## config.mk

```make
export PLATFORM = sky130hd
export DESIGN_NAME = srmc_device_flat
export DESIGN_NICKNAME = d
export VERILOG_FILES = /design/src/hdl/srmc_pkg.sv /design/src/hdl/srmc_if.sv /design/src/hdl/srmc_device.sv /design/src/flat_wrapper.sv
export VERILOG_INCLUDE_DIRS = /design/src /design/src/hdl
export SDC_FILE = /design/constraint.sdc
export NUM_CORES = 1
export LEC_CHECK = 0
export BUFFER_PORTS_ARGS = -buffer_cell sky130_fd_sc_hd__buf_2
export CORE_MARGIN = 3
export CORE_UTILIZATION = 50
export DETAILED_ROUTE_END_ITERATION = 8
export PLACE_DENSITY = 0.79
export SLEW_MARGIN = 20
export SYNTH_ARGS = -nofsm -noshare
export SYNTH_HDL_FRONTEND = slang
export SYNTH_SLANG_ARGS = --single-unit
```

## constraint.sdc

```tcl
create_clock -name sys_clk -period 2.09 [get_ports sys_clk]
set_clock_uncertainty 0.15 [all_clocks]
set_input_delay 0.1045 -clock sys_clk [delete_from_list [all_inputs] [get_ports sys_clk]]
set_output_delay 0.1045 -clock sys_clk [all_outputs]
set_load 0.05 [all_outputs]
```

## src/hdl/srmc_cfg.svh

```systemverilog
`ifndef SRMC_CFG_SVH
`define SRMC_CFG_SVH
// Standby control word layout and protection key.
`define SRMC_KEY 16'h1acc
`define SRMC_KEY_HI 31
`define SRMC_KEY_LO 16
`define SRMC_TYPE_HI 1
`define SRMC_TYPE_LO 0
`define SRMC_DEEPSTBY_BIT 2
`define SRMC_PINSEL_BIT 4
`define SRMC_RTCEN_BIT 0
`define SRMC_TYPE_TIMER 2'h0
`define SRMC_TYPE_RTC 2'h2
// Register selects on the device's own write port.
`define SRMC_SEL_STB 1'h0
`define SRMC_SEL_RTC 1'h1
// Saved clock mode codes.
`define SRMC_MODE_HSCR 3'h0
`define SRMC_MODE_MAIN 3'h1
`define SRMC_MODE_PLL 3'h2
`define SRMC_MODE_LSCR 3'h4
`define SRMC_MODE_SUB 3'h5
// Oscillator enable bit positions: hsCr, main, pll, lsCr, sub.
`define SRMC_OSC_ALL 5'h1f
`define SRMC_OSC_SUB 5'h10
// Regulator settle time in microseconds and system clock in MHz.
`define SRMC_REG_STAB_US 300
`define SRMC_CLK_MHZ 250
// Controller register map on APB.
`define SRMC_APB_CMD 12'h000
`define SRMC_APB_STATUS 12'h004
`define SRMC_CMD_TIMER 0
`define SRMC_CMD_RTC 1
`define SRMC_CMD_PINSEL 4
`endif

```

## src/hdl/srmc_pkg.sv

```systemverilog
package srmc_pkg;
  typedef enum logic [2:0] {
    SRMC_RUN = 3'h0,
    SRMC_TIMER = 3'h1,
    SRMC_RTC = 3'h2,
    SRMC_REGWAIT = 3'h3,
    SRMC_OSCWAIT = 3'h4
  } srmc_dev_state_t;

  typedef enum logic [2:0] {
    SRMC_H_IDLE = 3'h0,
    SRMC_H_CLEAR = 3'h1,
    SRMC_H_FLASH = 3'h2,
    SRMC_H_WRRTC = 3'h3,
    SRMC_H_WRSTB = 3'h4,
    SRMC_H_SLEEP = 3'h5,
    SRMC_H_WAKE = 3'h6
  } srmc_host_state_t;

  typedef logic [2:0] srmc_clkmode_t;
endpackage

```

## src/hdl/srmc_if.sv

```systemverilog
`timescale 1ns/1ns
interface srmc_if;
  // Controller to device.
  logic regWrEn;
  logic regSel;
  logic [31:0] regWdata;
  logic deepSleepRequest;
  logic waitForInterruptInstr;
  // Device to controller.
  logic cpuRunning;
  logic inStandby;
  logic wakeCausePending;
  logic subOscReadyFlag;
  logic rtcModeEnable;
  logic [1:0] standbyTypeField;
  srmc_pkg::srmc_clkmode_t clockModeStatus;
  modport dev (input regWrEn, regSel, regWdata, deepSleepRequest, waitForInterruptInstr,
    output cpuRunning, inStandby, wakeCausePending, subOscReadyFlag, rtcModeEnable, standbyTypeField,
    clockModeStatus);
  modport host (output regWrEn, regSel, regWdata, deepSleepRequest, waitForInterruptInstr,
    input cpuRunning, inStandby, wakeCausePending, subOscReadyFlag, rtcModeEnable, standbyTypeField,
    clockModeStatus);
endinterface

```

## src/hdl/srmc_device.sv

```systemverilog
// Local design decisions: the APB interface to the registers and the placing of the registers.
`timescale 1ns/1ns
`include "srmc_cfg.svh"
// Overview of operation
// - Timer mode stops CPU, AHB, APB clocks, debug.
// - Only watchdog, watch, RTC, supervisor, LVD run.
// - External bus halted in timer mode.
// - Pin select chooses hold or high impedance.
// - Timer entry: clear enable, key, type, sleep.
// - Timer variant follows current master clock.
// - Valid timer resets return to fast CR.
// - Software watchdog reset cannot wake timer mode.
// - Listed interrupts wake timer to saved mode.
// - Interrupt wake run mode follows saved code.
// - Reset waits oscillators; interrupt resumes directly.
// - Slow timer variants add regulator settle delay.
// - Low priority wake restarts clocks, CPU stays.
// - Controller clears pending wake causes before entry.
// - Controller waits flash completion before slow entry.
// - RTC mode keeps only sub oscillator running.
// - RTC entry needs sub ready, key, type.
// - Only pin and low voltage resets wake RTC.
// - Listed interrupts wake RTC to saved mode.
// - Debugger cannot resume a stopped standby CPU.
// - RTC exit applies regulator settle delay.
module srmc_device
  import srmc_pkg::*;
#(
  parameter int RegStabCycles = `SRMC_REG_STAB_US * `SRMC_CLK_MHZ
)(
  input wire logic sys_clk,
  input wire logic reset_n,
  srmc_if.dev link,
  input wire logic externalResetPin_n,
  input wire logic lowVoltReset,
  input wire logic hwWatchdogReset,
  input wire logic clockSupervisorReset,
  input wire logic anomFreqReset,
  input wire logic swWatchdogReset,
  input wire logic nmiIrq,
  input wire logic extIrq,
  input wire logic hwWatchdogIrq,
  input wire logic usbWakeIrq,
  input wire logic watchCounterIrq,
  input wire logic rtcIrq,
  input wire logic lowVoltIrq,
  input wire logic irqPriorityOk,
  input wire logic debugResumeReq,
  input wire logic subOscReady,
  input wire logic hsCrReady,
  input wire logic lsCrReady,
  input wire srmc_pkg::srmc_clkmode_t masterClockMode,
  output logic cpuClkEn,
  output logic ahbClkEn,
  output logic apbClkEn,
  output logic debugEn,
  output logic extBusEn,
  output logic periphFreeze,
  output logic pinHold,
  output logic pinHighZ,
  output logic [4:0] oscEn,
  output srmc_pkg::srmc_clkmode_t runMode,
  output srmc_pkg::srmc_clkmode_t timerVariant,
  output logic systemResetPulse
);
  import srmc_pkg::*;

  localparam int CntW = $clog2(RegStabCycles + 1);

  typedef struct packed {
    logic pinS1;
    logic pinS2;
    logic pinS3;
    logic pinLevel;
    srmc_dev_state_t state;
    logic byReset;
    logic [CntW-1:0] count;
    logic [1:0] stbType;
    logic deepStby;
    logic pinSel;
    logic rtcEn;
    srmc_clkmode_t saved;
    srmc_clkmode_t runMode;
    logic cpuClk;
    logic busClk;
    logic standby;
    logic [4:0] oscEn;
    logic pinHold;
    logic pinHighZ;
    logic rstPulse;
    logic pending;
    logic subReady;
  } srmc_dev_reg_t;

  srmc_dev_reg_t q, d;

  // Tells whether a saved clock mode is one of the slow variants needing a regulator settle.
  function automatic logic srmc_slow(input srmc_clkmode_t code);
    srmc_slow = (code == `SRMC_MODE_LSCR) || (code == `SRMC_MODE_SUB);
  endfunction

  // Tells whether the anomalous frequency detector is armed for the saved mode.
  function automatic logic srmc_anom_ok(input srmc_clkmode_t code);
    srmc_anom_ok = (code == `SRMC_MODE_MAIN) || (code == `SRMC_MODE_PLL);
  endfunction

  logic pinReset;
  logic timerRstWake;
  logic timerIrqWake;
  logic rtcRstWake;
  logic rtcIrqWake;
  logic keyOk;

  // Qualified wake sources; software watchdog reset is deliberately absent.
  always_comb
  begin
    pinReset = !q.pinLevel;
    timerRstWake = pinReset || lowVoltReset || hwWatchdogReset || clockSupervisorReset
      || (anomFreqReset && srmc_anom_ok(q.saved));
    timerIrqWake = nmiIrq || extIrq || hwWatchdogIrq || usbWakeIrq || watchCounterIrq || rtcIrq
      || lowVoltIrq || (anomFreqReset && srmc_anom_ok(q.saved));
    rtcRstWake = pinReset || lowVoltReset;
    rtcIrqWake = nmiIrq || extIrq || usbWakeIrq || watchCounterIrq || rtcIrq || lowVoltIrq;
    keyOk = link.regWdata[`SRMC_KEY_HI:`SRMC_KEY_LO] == `SRMC_KEY;
  end

  // Next state: synchroniser, register writes and the standby sequencer.
  always_comb
  begin
    d = q;
    d.pinS1 = externalResetPin_n;
    d.pinS2 = q.pinS1;
    d.pinS3 = q.pinS2;
    if (q.pinS2 == q.pinS3)
    begin
      d.pinLevel = q.pinS3;
    end
    d.subReady = subOscReady;
    d.pending = nmiIrq || extIrq || hwWatchdogIrq || usbWakeIrq || watchCounterIrq || rtcIrq || lowVoltIrq;
    d.rstPulse = 1'b0;
    if (link.regWrEn && q.state == SRMC_RUN)
    begin
      if (link.regSel == `SRMC_SEL_RTC)
      begin
        d.rtcEn = link.regWdata[`SRMC_RTCEN_BIT];
      end
      else if (keyOk)
      begin
        d.stbType = link.regWdata[`SRMC_TYPE_HI:`SRMC_TYPE_LO];
        d.deepStby = link.regWdata[`SRMC_DEEPSTBY_BIT];
        d.pinSel = link.regWdata[`SRMC_PINSEL_BIT];
      end
    end
    case (q.state)
      SRMC_RUN:
      begin
        // A late wake with too low a priority leaves the CPU stopped until priority allows it.
        if (!q.cpuClk && q.busClk && irqPriorityOk)
        begin
          d.cpuClk = 1'b1;
        end
        if (link.waitForInterruptInstr && link.deepSleepRequest && q.cpuClk && !q.deepStby)
        begin
          if (q.stbType == `SRMC_TYPE_TIMER && !q.rtcEn)
          begin
            d.state = SRMC_TIMER;
            d.saved = masterClockMode;
            d.oscEn = `SRMC_OSC_ALL;
          end
          else if (q.stbType == `SRMC_TYPE_RTC && q.rtcEn)
          begin
            d.state = SRMC_RTC;
            d.saved = masterClockMode;
            d.oscEn = `SRMC_OSC_SUB;
          end
          if ((q.stbType == `SRMC_TYPE_TIMER && !q.rtcEn) || (q.stbType == `SRMC_TYPE_RTC && q.rtcEn))
          begin
            d.cpuClk = 1'b0;
            d.busClk = 1'b0;
            d.standby = 1'b1;
            d.pinHold = !q.pinSel;
            d.pinHighZ = q.pinSel;
          end
        end
      end
      SRMC_TIMER, SRMC_RTC:
      begin
        // A debugger request is never a wake source here.
        if ((q.state == SRMC_TIMER) ? (timerRstWake || timerIrqWake) : (rtcRstWake || rtcIrqWake))
        begin
          d.byReset = (q.state == SRMC_TIMER) ? timerRstWake : rtcRstWake;
          d.oscEn = `SRMC_OSC_ALL;
          d.count = '0;
          if (q.state == SRMC_RTC || srmc_slow(q.saved))
          begin
            d.state = SRMC_REGWAIT;
          end
          else if (timerRstWake)
          begin
            d.state = SRMC_OSCWAIT;
          end
          else
          begin
            d.state = SRMC_RUN;
            d.runMode = q.saved;
            d.busClk = 1'b1;
            d.cpuClk = irqPriorityOk;
            d.standby = 1'b0;
            d.pinHold = 1'b0;
            d.pinHighZ = 1'b0;
          end
        end
      end
      SRMC_REGWAIT:
      begin
        d.count = q.count + 1'b1;
        if (q.count == CntW'(RegStabCycles - 1))
        begin
          d.state = q.byReset ? SRMC_OSCWAIT : SRMC_RUN;
          if (!q.byReset)
          begin
            d.runMode = q.saved;
            d.busClk = 1'b1;
            d.cpuClk = irqPriorityOk;
            d.standby = 1'b0;
            d.pinHold = 1'b0;
            d.pinHighZ = 1'b0;
          end
        end
      end
      SRMC_OSCWAIT:
      begin
        if (hsCrReady && lsCrReady)
        begin
          d.state = SRMC_RUN;
          d.runMode = `SRMC_MODE_HSCR;
          d.rstPulse = 1'b1;
          d.busClk = 1'b1;
          d.cpuClk = 1'b1;
          d.standby = 1'b0;
          d.pinHold = 1'b0;
          d.pinHighZ = 1'b0;
          d.stbType = `SRMC_TYPE_TIMER;
          d.deepStby = 1'b0;
          d.pinSel = 1'b0;
          d.rtcEn = 1'b0;
        end
      end
      default:
      begin
        d.state = SRMC_RUN;
      end
    endcase
  end

  // State register.
  always_ff @(posedge sys_clk or negedge reset_n)
  begin
    if (!reset_n)
    begin
      q <= '{pinS1: 1'b1, pinS2: 1'b1, pinS3: 1'b1, pinLevel: 1'b1, state: SRMC_RUN, byReset: 1'b0,
        count: '0, stbType: `SRMC_TYPE_TIMER, deepStby: 1'b0, pinSel: 1'b0, rtcEn: 1'b0, saved: `SRMC_MODE_HSCR,
        runMode: `SRMC_MODE_HSCR, cpuClk: 1'b1, busClk: 1'b1, standby: 1'b0, oscEn: `SRMC_OSC_ALL,
        pinHold: 1'b0, pinHighZ: 1'b0, rstPulse: 1'b0, pending: 1'b0, subReady: 1'b0};
    end
    else
    begin
      q <= d;
    end
  end

  // Outputs straight from the state register.
  assign cpuClkEn = q.cpuClk;
  assign ahbClkEn = q.busClk;
  assign apbClkEn = q.busClk;
  assign debugEn = q.busClk;
  assign extBusEn = q.busClk;
  assign periphFreeze = q.standby;
  assign pinHold = q.pinHold;
  assign pinHighZ = q.pinHighZ;
  assign oscEn = q.oscEn;
  assign runMode = q.runMode;
  assign timerVariant = q.saved;
  assign systemResetPulse = q.rstPulse;
  assign link.cpuRunning = q.cpuClk;
  assign link.inStandby = q.standby;
  assign link.wakeCausePending = q.pending;
  assign link.subOscReadyFlag = q.subReady;
  assign link.rtcModeEnable = q.rtcEn;
  assign link.standbyTypeField = q.stbType;
  assign link.clockModeStatus = q.runMode;
endmodule // srmc_device

```

## src/flat_wrapper.sv

```systemverilog
// flat-port wrapper written by rule: the top's interface ports become plain ports
module srmc_device_flat import srmc_pkg::*;
#(
  parameter int RegStabCycles = `SRMC_REG_STAB_US * `SRMC_CLK_MHZ
)
  (sys_clk, reset_n, externalResetPin_n, lowVoltReset, hwWatchdogReset, clockSupervisorReset, anomFreqReset, swWatchdogReset, nmiIrq, extIrq, hwWatchdogIrq, usbWakeIrq, watchCounterIrq, rtcIrq, lowVoltIrq, irqPriorityOk, debugResumeReq, subOscReady, hsCrReady, lsCrReady, masterClockMode, cpuClkEn, ahbClkEn, apbClkEn, debugEn, extBusEn, periphFreeze, pinHold, pinHighZ, oscEn, runMode, timerVariant, systemResetPulse, link_regWrEn, link_regSel, link_regWdata, link_deepSleepRequest, link_waitForInterruptInstr, link_cpuRunning, link_inStandby, link_wakeCausePending, link_subOscReadyFlag, link_rtcModeEnable, link_standbyTypeField, link_clockModeStatus);
  srmc_if link_i ();
  input wire logic sys_clk;
  input wire logic reset_n;
  input wire logic externalResetPin_n;
  input wire logic lowVoltReset;
  input wire logic hwWatchdogReset;
  input wire logic clockSupervisorReset;
  input wire logic anomFreqReset;
  input wire logic swWatchdogReset;
  input wire logic nmiIrq;
  input wire logic extIrq;
  input wire logic hwWatchdogIrq;
  input wire logic usbWakeIrq;
  input wire logic watchCounterIrq;
  input wire logic rtcIrq;
  input wire logic lowVoltIrq;
  input wire logic irqPriorityOk;
  input wire logic debugResumeReq;
  input wire logic subOscReady;
  input wire logic hsCrReady;
  input wire logic lsCrReady;
  input wire srmc_pkg::srmc_clkmode_t masterClockMode;
  output logic cpuClkEn;
  output logic ahbClkEn;
  output logic apbClkEn;
  output logic debugEn;
  output logic extBusEn;
  output logic periphFreeze;
  output logic pinHold;
  output logic pinHighZ;
  output logic [4:0] oscEn;
  output srmc_pkg::srmc_clkmode_t runMode;
  output srmc_pkg::srmc_clkmode_t timerVariant;
  output logic systemResetPulse;
  input wire logic [$bits(link_i.regWrEn)-1:0] link_regWrEn;
  input wire logic [$bits(link_i.regSel)-1:0] link_regSel;
  input wire logic [$bits(link_i.regWdata)-1:0] link_regWdata;
  input wire logic [$bits(link_i.deepSleepRequest)-1:0] link_deepSleepRequest;
  input wire logic [$bits(link_i.waitForInterruptInstr)-1:0] link_waitForInterruptInstr;
  output wire logic [$bits(link_i.cpuRunning)-1:0] link_cpuRunning;
  output wire logic [$bits(link_i.inStandby)-1:0] link_inStandby;
  output wire logic [$bits(link_i.wakeCausePending)-1:0] link_wakeCausePending;
  output wire logic [$bits(link_i.subOscReadyFlag)-1:0] link_subOscReadyFlag;
  output wire logic [$bits(link_i.rtcModeEnable)-1:0] link_rtcModeEnable;
  output wire logic [$bits(link_i.standbyTypeField)-1:0] link_standbyTypeField;
  output wire logic [$bits(link_i.clockModeStatus)-1:0] link_clockModeStatus;
  assign link_i.regWrEn = link_regWrEn;
  assign link_i.regSel = link_regSel;
  assign link_i.regWdata = link_regWdata;
  assign link_i.deepSleepRequest = link_deepSleepRequest;
  assign link_i.waitForInterruptInstr = link_waitForInterruptInstr;
  assign link_cpuRunning = link_i.cpuRunning;
  assign link_inStandby = link_i.inStandby;
  assign link_wakeCausePending = link_i.wakeCausePending;
  assign link_subOscReadyFlag = link_i.subOscReadyFlag;
  assign link_rtcModeEnable = link_i.rtcModeEnable;
  assign link_standbyTypeField = link_i.standbyTypeField;
  assign link_clockModeStatus = link_i.clockModeStatus;
  srmc_device #(.RegStabCycles(RegStabCycles)) u_core (.sys_clk(sys_clk), .reset_n(reset_n), .link(link_i), .externalResetPin_n(externalResetPin_n), .lowVoltReset(lowVoltReset), .hwWatchdogReset(hwWatchdogReset), .clockSupervisorReset(clockSupervisorReset), .anomFreqReset(anomFreqReset), .swWatchdogReset(swWatchdogReset), .nmiIrq(nmiIrq), .extIrq(extIrq), .hwWatchdogIrq(hwWatchdogIrq), .usbWakeIrq(usbWakeIrq), .watchCounterIrq(watchCounterIrq), .rtcIrq(rtcIrq), .lowVoltIrq(lowVoltIrq), .irqPriorityOk(irqPriorityOk), .debugResumeReq(debugResumeReq), .subOscReady(subOscReady), .hsCrReady(hsCrReady), .lsCrReady(lsCrReady), .masterClockMode(masterClockMode), .cpuClkEn(cpuClkEn), .ahbClkEn(ahbClkEn), .apbClkEn(apbClkEn), .debugEn(debugEn), .extBusEn(extBusEn), .periphFreeze(periphFreeze), .pinHold(pinHold), .pinHighZ(pinHighZ), .oscEn(oscEn), .runMode(runMode), .timerVariant(timerVariant), .systemResetPulse(systemResetPulse));
endmodule
```

== Word level (Yosys, flattened, before mapping) ==
Index checks and enable logic that the tools add are counted.
W data, S select, Z words.

* Register bits after elaboration: 49
* Logic and storage cells: 139
* Input bits: 59
* Output and inout port bits: 30

* Equal/unequal tests: 21
* Add/sub/neg operators: 1
* Muxes and demuxes: 43
* Reductions and logical operators: 52

{| class="wikitable"
|+ Operators with widths
! cell !! count
|-
| $mux W3 || 12
|-
| $pmux W17 S2 || 1
|-
| $mux W6 || 5
|-
| $mux W5 || 5
|-
| $pmux W3 S4 || 2
|-
| $logic_or A1 B1 Y1 || 21
|-
| $mux W21 || 1
|-
| $add A17 B1 Y17 const B || 1
|-
| $eq A17 B17 Y1 const B || 1
|-
| $eq A16 B13 Y1 const B || 1
|-
| $reduce_and A7 Y1 || 2
|-
| $mux W13 || 1
|-
| $logic_and A1 B1 Y1 || 10
|-
| $mux W10 || 1
|-
| $mux W2 || 5
|-
| $ne A2 B2 Y1 const B || 5
|-
| $pmux W5 S2 || 1
|-
| $eq A3 B2 Y1 const B || 3
|-
| $eq A3 B3 Y1 const B || 3
|-
| $pmux W3 S3 || 1
|-
| $reduce_and A9 Y1 || 1
|-
| $mux W4 || 2
|-
| $pmux W2 S4 || 1
|-
| $eq A3 B1 Y1 const B || 2
|-
| 16 further kinds || 29
|}

== Longest topological paths before layout ==
Gate-level depths: netlist of run 1.

* Word-level depth: 11
* Mapped depth: 8
* Mapped depth without buffers: 7

== Worst setup path after synthesis of run 1 ==
Ideal clock, no wire load.

* Kind: register to register
* Start: register u_core.q (netlist bit u_core.cpuClkEn)
* End: register u_core.q (netlist bit u_core.pinHold)
* Data arrival time: 1.874 ns
* Stages on the path, launching flop included: 6
* Buffers on the path: 0
* Setup time: 0.104 ns
* Setup slack: -0.037 ns
* Period minus slack after synthesis: 2.127 ns
* Required time: 1.836 ns
* Cell sequence: dfstp_2 > nand4b_1 > or3_1 > nand2_1 > nand4_2 > o41ai_2

* Word-level cells in the longest chain between the ends: 4

{| class="wikitable"
|+ RTL lines
! item !! RTL line !! RTL
|-
| start, declared || srmc_device.sv:95 || <nowiki>srmc_dev_reg_t q, d;</nowiki>
|-
| start signal, assigned || srmc_device.sv:261 || <nowiki>q <= '{pinS1: 1'b1, pinS2: 1'b1, pinS3: 1'b1, pinLevel: 1'b1, state: SRMC_RUN, byReset: 1'b0,</nowiki>
|-
| $logic_and A1 B1 Y1 (2 in series) || srmc_device.sv:162 || <nowiki>if (link.waitForInterruptInstr && link.deepSleepRequest && q.cpuClk && !q.deepStby)</nowiki>
|-
| $ne A2 B2 Y1 (no line) || -- ||
|-
| $reduce_and A9 Y1 (no line) || -- ||
|}

No other way between the ends.
A chain may end at the register's enable or synchronous reset.

== Final worst setup path of run 1 ==
* Start: register u_core.q[45] in the netlist's numbering
* End: register u_core.q (netlist bit u_core.ahbClkEn)

* Word-level cells in the longest chain between the ends: 9
* Elaborated cells on any way between the ends: 11
* Those cells by class: eq/ne (2); mux (1); reduce/logical (8)

{| class="wikitable"
|+ RTL lines
! item !! RTL line !! RTL
|-
| $logic_not A1 Y1 * || srmc_device.sv:117 || <nowiki>pinReset = !q.pinLevel;</nowiki>
|-
| $logic_or A1 B1 Y1 * || srmc_device.sv:118, srmc_device.sv:122 ||
|-
| $logic_or A1 B1 Y1 (2 in series) || srmc_device.sv:118 || <nowiki>timerRstWake = pinReset || lowVoltReset || hwWatchdogReset || clockSupervisorReset</nowiki>
|-
| $logic_or A1 B1 Y1 || srmc_device.sv:119 || <nowiki>|| (anomFreqReset && srmc_anom_ok(q.saved));</nowiki>
|-
| $logic_or A1 B1 Y1 || srmc_device.sv:189 || <nowiki>if ((q.state == SRMC_TIMER) ? (timerRstWake || timerIrqWake) : (rtcRstWake || rtcIrqWake))</nowiki>
|-
| $mux W1 || srmc_device.sv:189 ||
|-
| $ne A2 B1 Y1 (no line) || -- ||
|-
| $reduce_and A9 Y1 (no line) * || -- ||
|}

Every way passes the cells marked *; elsewhere a longest branch is shown, timed or not.

==> results of run 1 <==
==> registers in the layout (all words and copies together), names as in the netlist, 2 cells and up <==
register	count
u_core.timerVariant	3
u_core.oscEn	2
u_core.link.clockModeStatus	3
u_core.link.standbyTypeField	2
u_core.d	2
u_core.q	25
==> final timing paths <==
path                       slack [ns]                        end          from  depth (start not counted)
max in group asynchronous        1.10               u_core.q[43]       reset_n                          3
min in group asynchronous        0.26               u_core.q[34]       reset_n                          3
hold / removal                   0.02  u_core.link.rtcModeEnable  link_regWrEn                          4
setup reg to reg                0.004            u_core.ahbClkEn  u_core.q[45]                          6
setup / recovery                0.004            u_core.ahbClkEn  u_core.q[45]                          6
hold reg to reg                  0.21               u_core.d[46]  u_core.d[47]                          0
==> layout by cell type (no fill, tap or decap), types with 2 or more instances in the layout <==
| cell type | count |
|---|---|
| xor2_1 | 12 |
| nand3b_1 | 2 |
| o211ai_1 | 3 |
| o21ai_1 | 3 |
| nand4_1 | 6 |
| buf_2 | 74 |
| nand2b_1 | 3 |
| mux2i_1 | 5 |
| nand3_1 | 8 |
| buf_4 | 13 |
| nand2_1 | 24 |
| xnor2_1 | 7 |
| dfrtp_1 | 37 |
| inv_1 | 10 |
| a21oi_1 | 6 |
| nor2_1 | 27 |
| nor4_1 | 2 |
| and3_1 | 5 |
| a21o_1 | 2 |
| nor2_2 | 5 |
| o31ai_1 | 3 |
| dlygate4sd3_1 | 12 |
| o21ai_0 | 12 |
| clkbuf_8 | 6 |
| dfstp_2 | 8 |
| nor3_1 | 4 |
| and4_1 | 3 |
| nor4b_2 | 2 |
==> metal layers <==
layer / GRT usage / part of all wire
met3: 0.0485 / 0.049
met5: 0 / 0
met1: 0.249 / 0.44
met4: 0.0634 / 0.013
met2: 0.332 / 0.49
==> cell type report <==
cell class | instances | area [um^2]
Multi-Input combinational cell | 169 | 1140
Clock buffer | 7 | 86.3
Sequential cell | 46 | 1160
Clock inverter | 1 | 5.00
Timing Repair Buffer | 99 | 588
Tap cell | 67 | 83.8
Fill cell | 403 | 1660
Inverter | 10 | 37.5
==> cell families (layout without fill, tap and decap cells) <==
kind of cell	count (synthesis)	after routing	synth area share
flip-flops	46	46	0.468
multiplexers	5	5	0.0202
AND/OR/NAND/NOR	105	105	0.236
adder cells (fa/ha/maj)	2	2	0.00907
XOR/XNOR	19	19	0.0670
AO/OA/AOI/OAI	38	38	0.104
buffers and inverters	38	117	0.0962
==> stage by stage <==
step,hold WS (ns),setup slack (ns)
2_1_floorplan,-0.341,0.00206
3_3_place_gp,0.0611,0.0735
3_5_place_dp,0.0619,0.0218
4_1_cts,0.0207,0.0103
5_1_grt,0.0158,-0.0727
6_report,0.0229,0.00364
==> power by group through the flow <==
stage | clock (mW) | combinational, mW | sequential [mW]
after global routing | 0.617 | 2.23 | 1.28
after floorplan | 0 | 1.61 | 1.37
after global placement | 0 | 1.99 | 1.25
after detailed placement | 0 | 2.01 | 1.26
after CTS | 0.570 | 2.03 | 1.25
final | 0.559 | 2.07 | 1.25
==> critical path, delay by kind of cell (launching register included) <==
family           cells  cell delay (ns)
AO/OA/AOI/OAI        3             0.83
flip-flops           1             0.56
AND/OR/NAND/NOR      3             0.49
==> repair_timing <==
item | CTS | global route
endpoints found under the hold margin | 49 | 0
setup buffers | 0 | 1
hold buffers | 12 | 0
setup endpoints to repair | 0 | 14
resized for setup | 0 | 8
==> implementation parameters, run 1 <==
Parameter                              Value

Status
  Result of the run    finished clean

Yosys
  Largest area contributor in the netlist    dfrtp_1
  Ranking of synthesized cells by instance count    38 x dfrtp_1, 27 x nor2_1, 24 x nand2_1, 23 x buf_4
  Count of different cell masters after synthesis    between 50 and 60
  Yosys synthesis warning count    0
  Share of synthesized flip-flops with an asynchronous set or reset    1.00
  FF+latch count, synth    46
  Cells taking the most area after synthesis    dfrtp_1 38%, dfstp_2 8.5%, buf_4 7.0%, xor2_1 4.2%, nor2_1 4.1%
  Top flip-flop cell by instance count after synthesis    dfrtp_1
  Net Count, Synth    about 310
  Cell area after technology mapping    around 2500 um^2
  Most common cell in the netlist    dfrtp_1
  Area share of the leading cell type in the synthesized netlist    0.383
  Synthesized instance count    roughly 250
  Syn Area/Cell    9.82 um^2
  EDFF count, synth    0
  Sequential-to-total area share from yosys stat    0.468

Worst setup path
  Start-to-end type of the worst setup path    flip-flop to flip-flop
  Slowest cell on the critical path    dfstp_2
  Critical path launch point type    flip-flop
  Largest driver fanout on the critical path    9
  Worst endpoint data arrival time    2.17 ns
  Largest stage delay on the critical path    0.56 ns
  Cell-by-cell trace of the critical path    nor4b_4, o211ai_1, a2111o_1, nand3_4, nor2_2, a21o_1
  Worst setup EP type    flip-flop
  Data required time of the critical path    ~2.2 ns

Power
  Switch Pwr    between 1.5 and 2 mW
  Total internal power    a little under 2 mW
  Fraction of power spent switching nets    0.495
  Sequential power share    0.322
  Total power density per cell area    1250 nW/um^2
  Clock Power Share    0.144
  Leakage power total    1.53 nW
  Total power after layout    3.88 mW
  Relative contribution of combinational cells to total power    0.534
  Worst vdd rail ir drop    between 0.9 and 1 mV

STA
  Slew Limit Fails    0
  Count of final hold-check violations    0
  Setup total negative slack    0 ns
  Relative slew margins    0.619
  Count of final setup violators    0
  Crit path time final    2.09 ns
  Final period utilization    0.998
  Unrepaired setup endpoints after global routing    yes
  Max Freq    roughly 480 MHz
  Pin slew with the least headroom to its limit    roughly 0.57 ns

Place
  Port buffer count    74
  RePlAce Congestion    between 0.7 and 0.8
  Post-DP HPWL    about 3800 um
  Placed Cells    roughly 380
  Cell area after placement    2830 um^2

Clock tree
  Deepest level of the CTS H-tree    2
  Clock tree from TritonCTS    yes
  Post-CTS clock slew at the launch and capture registers of the worst setup and hold paths    0.08 ns
  Clk root buf    clkbuf_8
  Number of CTS-inserted buffers    5
  Clock latency on the worst-skew pair    around 0.3 ns
  CTS max path bufs    2
  Number of clock sinks    46

Floorplan
  Die Footprint    around 5800 um^2
  Effective utilization at floorplan    0.522
  Core Footprint    4750 um^2
  Placement Rows    25
  Die W    about 76 um
  Overall die height    roughly 76 um
  Top Ports    ~90

Finish
  Post-Route Utilization    0.652
  Diode count    0
  Non-filler instance count after layout    approximately 400
  Post-layout nets    just under 400
  Final instance area    approximately 3100 um^2
  Ratio of cells with drive above 1 in the final layout    0.364
  Synth-to-Final Area Change    24.8%

Job
  MaxCap Viol Count    0

Routing
  Iteration count of the initial detailed-routing pass    4
  Drt initial violations    approximately 150
  Number of vias in the routed layout    a little over 2k
  Antenna Violating Nets Remaining    0
  Total Wirelength    5430 um
  Detailed-route vias per instance    about 5
  Remaining design rule violation count    0
  Wire per inst    13.6 um

Global routing
  Initial antenna violation count    0
  Number of global-route vias before repair    2,040
  Largest net degree at the start of global routing    47
  Aggregate global-route resource usage    0.197
  First-pass GRT wire length    9250 um
  Global route overflow    0

Hold path
  HP Class    input port to flip-flop
No activity file was read; power rests on OpenSTA's default activity.
==> inputs of run 2 (changes only) <==
REMOVE_ABC_BUFFERS = 1   (was unset)
==> implementation parameters, run 2 (synthesis gave the netlist of run 1 again) <==
Parameter                              Value

Routing
  Detailed-route vias per instance    5.21 (+2.3%)
  Total Wirelength    5550 um (+2.2%)
  Drt initial violations    61 (-59%)
  Met1 Routed Length    2360 um (-2.2%)
  Iteration count of the initial detailed-routing pass    4 (unchanged)
  Number of vias in the routed layout    2,104 (+3.5%)
  Antenna Violating Nets Remaining    0 (unchanged)
  Remaining design rule violation count    0 (unchanged)
  Highest metal layer with signal wires    met4
  Met3 layer wire length in the routed design    315 um (+18%)
  Met2 wirelength from detailed routing    2830 um (+5.8%)
  Wire per inst    13.7 um (+0.95%)

Finish
  Post-layout nets    396 (+1.3%)
  Area of combinational cells with multiple inputs    1130 um^2 (-0.11%)
  Leading cell types in the layout, fill and taps excluded    74 x buf_2, 38 x dfrtp_1, 27 x nor2_1
  Most common cell after layout, fill and taps aside    buf_2
  Diode count    0 (unchanged)
  Ratio of cells with drive above 1 in the final layout    0.380 (+0.0154)
  Post-Route Utilization    0.670 (+0.0179)
  Fill count    382 (-5.2%)
  Largest register FFs    25 (unchanged)
  Synth-to-Final Area Change    28.2%
  Flip-flop and latch area    1160 um^2 (-0.11%)
  Non-filler instance count after layout    404 (+1.3%)
  Largest register by flop count    u_core.q

Floorplan
  Die W    76.5 um (unchanged)
  Overall die height    76.5 um (unchanged)
  Die Footprint    5850 um^2 (unchanged)
  Placement Rows    25 (unchanged)
  Effective utilization at floorplan    0.522 (unchanged)
  Top Ports    89 (unchanged)
  Core Footprint    4750 um^2 (unchanged)

Clock tree
  Clock tree from TritonCTS    yes
  CTS max path bufs    2 (unchanged)
  Post-CTS repair timing setup buffer count    0 (unchanged)
  Post-CTS clock slew at the launch and capture registers of the worst setup and hold paths    0.09 ns (about the same)
  Number of CTS-inserted buffers    5 (unchanged)
  Deepest level of the CTS H-tree    2 (unchanged)
  Clk root buf    clkbuf_8
  Number of clock sinks    46 (unchanged)
  Clock latency on the worst-skew pair    0.30 ns (about the same)

Hold path
  Worst Hold Path EP    u_core.link.rtcModeEnable
  HP Class    input port to flip-flop
  Hold Path Stages    4 (unchanged)
  Hold path start    link_regWrEn

Power
  Worst vdd rail ir drop    1.09 mV (+19%)
  Total power density per cell area    1300 nW/um^2 (+4.1%)
  Leakage power total    1.58 nW (+3.5%)

Worst setup path
  R2R Path End    u_core.cpuClkEn
  Worst R2R Start    u_core.q[44]
  Critical path launch point type    flip-flop
  Worst endpoint data arrival time    2.12 ns (-0.05 ns)
  Largest stage delay on the critical path    0.52 ns (-0.04 ns)
  Count of cells along the worst register-to-register path    6 (unchanged)
  Cell-by-cell trace of the critical path    nor2_2, a211o_1, a2111o_1, nand3_4, a21oi_1, a21o_1
  Start-to-end type of the worst setup path    flip-flop to flip-flop
  Reg-to-reg setup timing slack    0.06 ns (+0.06 ns)
  Slowest cell on the critical path    a2111o_1
  Data required time of the critical path    2.18 ns (about the same)
  Worst setup EP type    flip-flop
  Largest driver fanout on the critical path    9 (unchanged)

Place
  RePlAce Congestion    0.839 (+5.1%)
  Placed Cells    384 (+1.6%)
  Port buffer count    74 (unchanged)
  Post-DP HPWL    3970 um (+3.3%)

STA
  Count of final hold-check violations    0 (unchanged)
  Setup total negative slack    0 ns (unchanged)
  Relative slew margins    0.702 (+0.0838)
  Crit path time final    2.03 ns (-0.0572 ns)
  Worst-case hold slack    0.0231 ns (+0.000213 ns)
  Slew Limit Fails    0 (unchanged)
  Pin slew with the least headroom to its limit    0.446 ns (-0.126 ns)
  Max Freq    493 MHz (+2.8%)
  Count of final setup violators    0 (unchanged)
  Final period utilization    0.971 (-0.0274)
  Unrepaired setup endpoints after global routing    yes

Global routing
  First-pass GRT wire length    9230 um (-0.22%)
  Initial antenna violation count    0 (unchanged)
  Global route overflow    0 (unchanged)
  Largest net degree at the start of global routing    20 (-57%)
  Number of global-route vias before repair    2,070 (+1.5%)
  Aggregate global-route resource usage    0.194 (-0.00330)

Status
  Result of the run    finished clean

Job
  MaxCap Viol Count    0 (unchanged)
## run 2: cell type report
| class | count | share of cell area |
|---|---|---|
| clock buffers | 5 | 0.0216 |
| clock inverters | 3 | 0.0216 |
| inverters | 10 | 0.0118 |
| multi-input cells | 169 | 0.356 |
| flip-flops and latches | 46 | 0.365 |
| well taps | 67 | 0.0263 |
| repair buffers | 104 | 0.198 |
## run 2: per-stage QoR
stage | setup WS, ns | total power [mW] | area (um^2)
2_1_floorplan | -0.233 | 2.71 | 2280
3_3_place_gp | 0.0582 | 3.27 | 2870
3_5_place_dp | 0.0152 | 3.31 | 2870
4_1_cts | 0.00321 | 4.12 | 3130
5_1_grt | -0.0427 | 4.37 | 3180
6_report | 0.0608 | 4.15 | 3180
## run 2: timing repair
| action | in CTS | in global routing |
|---|---|---|
| hold endpoints to repair | 49 | 0 |
| hold buffers | 12 | 0 |
| endpoints found under the setup margin | 0 | 22 |
| gates resized for setup | 0 | 10 |
## run 2: report_power, final
group          total [mW]  switching, mW  internal [mW]
clock               0.796          0.316          0.479
sequential           1.25          0.174           1.08
combinational        2.11           1.48          0.630
## run 2: critical path: cells and delay by family, from the launching register on
kind | cells | cell delay [ns]
flops | 1 | 0.51
compound gates | 4 | 1.07
simple gates | 2 | 0.25
## run 2: worst max path at each step
stage                      startpoint                             end  cells after the start  slack, ns
2_1_floorplan  u_core.timerVariant[1]                    u_core.q[42]                      6      -0.23
3_3_place_gp             u_core.q[45]                 u_core.cpuClkEn                      6       0.06
3_5_place_dp             u_core.q[45]                 u_core.cpuClkEn                      6       0.02
4_1_cts        u_core.timerVariant[1]                    u_core.q[24]                      7      0.003
5_1_grt                  u_core.q[45]  u_core.link.clockModeStatus[0]                      6      -0.04
6_report                 u_core.q[44]                 u_core.cpuClkEn                      6       0.06
## run 2: per-layer routing
layer | GRT usage | vias up
met3 | 0.0402 | 4
met5 | 0 | -
li1 | - | 1020
met2 | 0.339 | 75
met4 | 0.0688 | 0
met1 | 0.236 | 1005
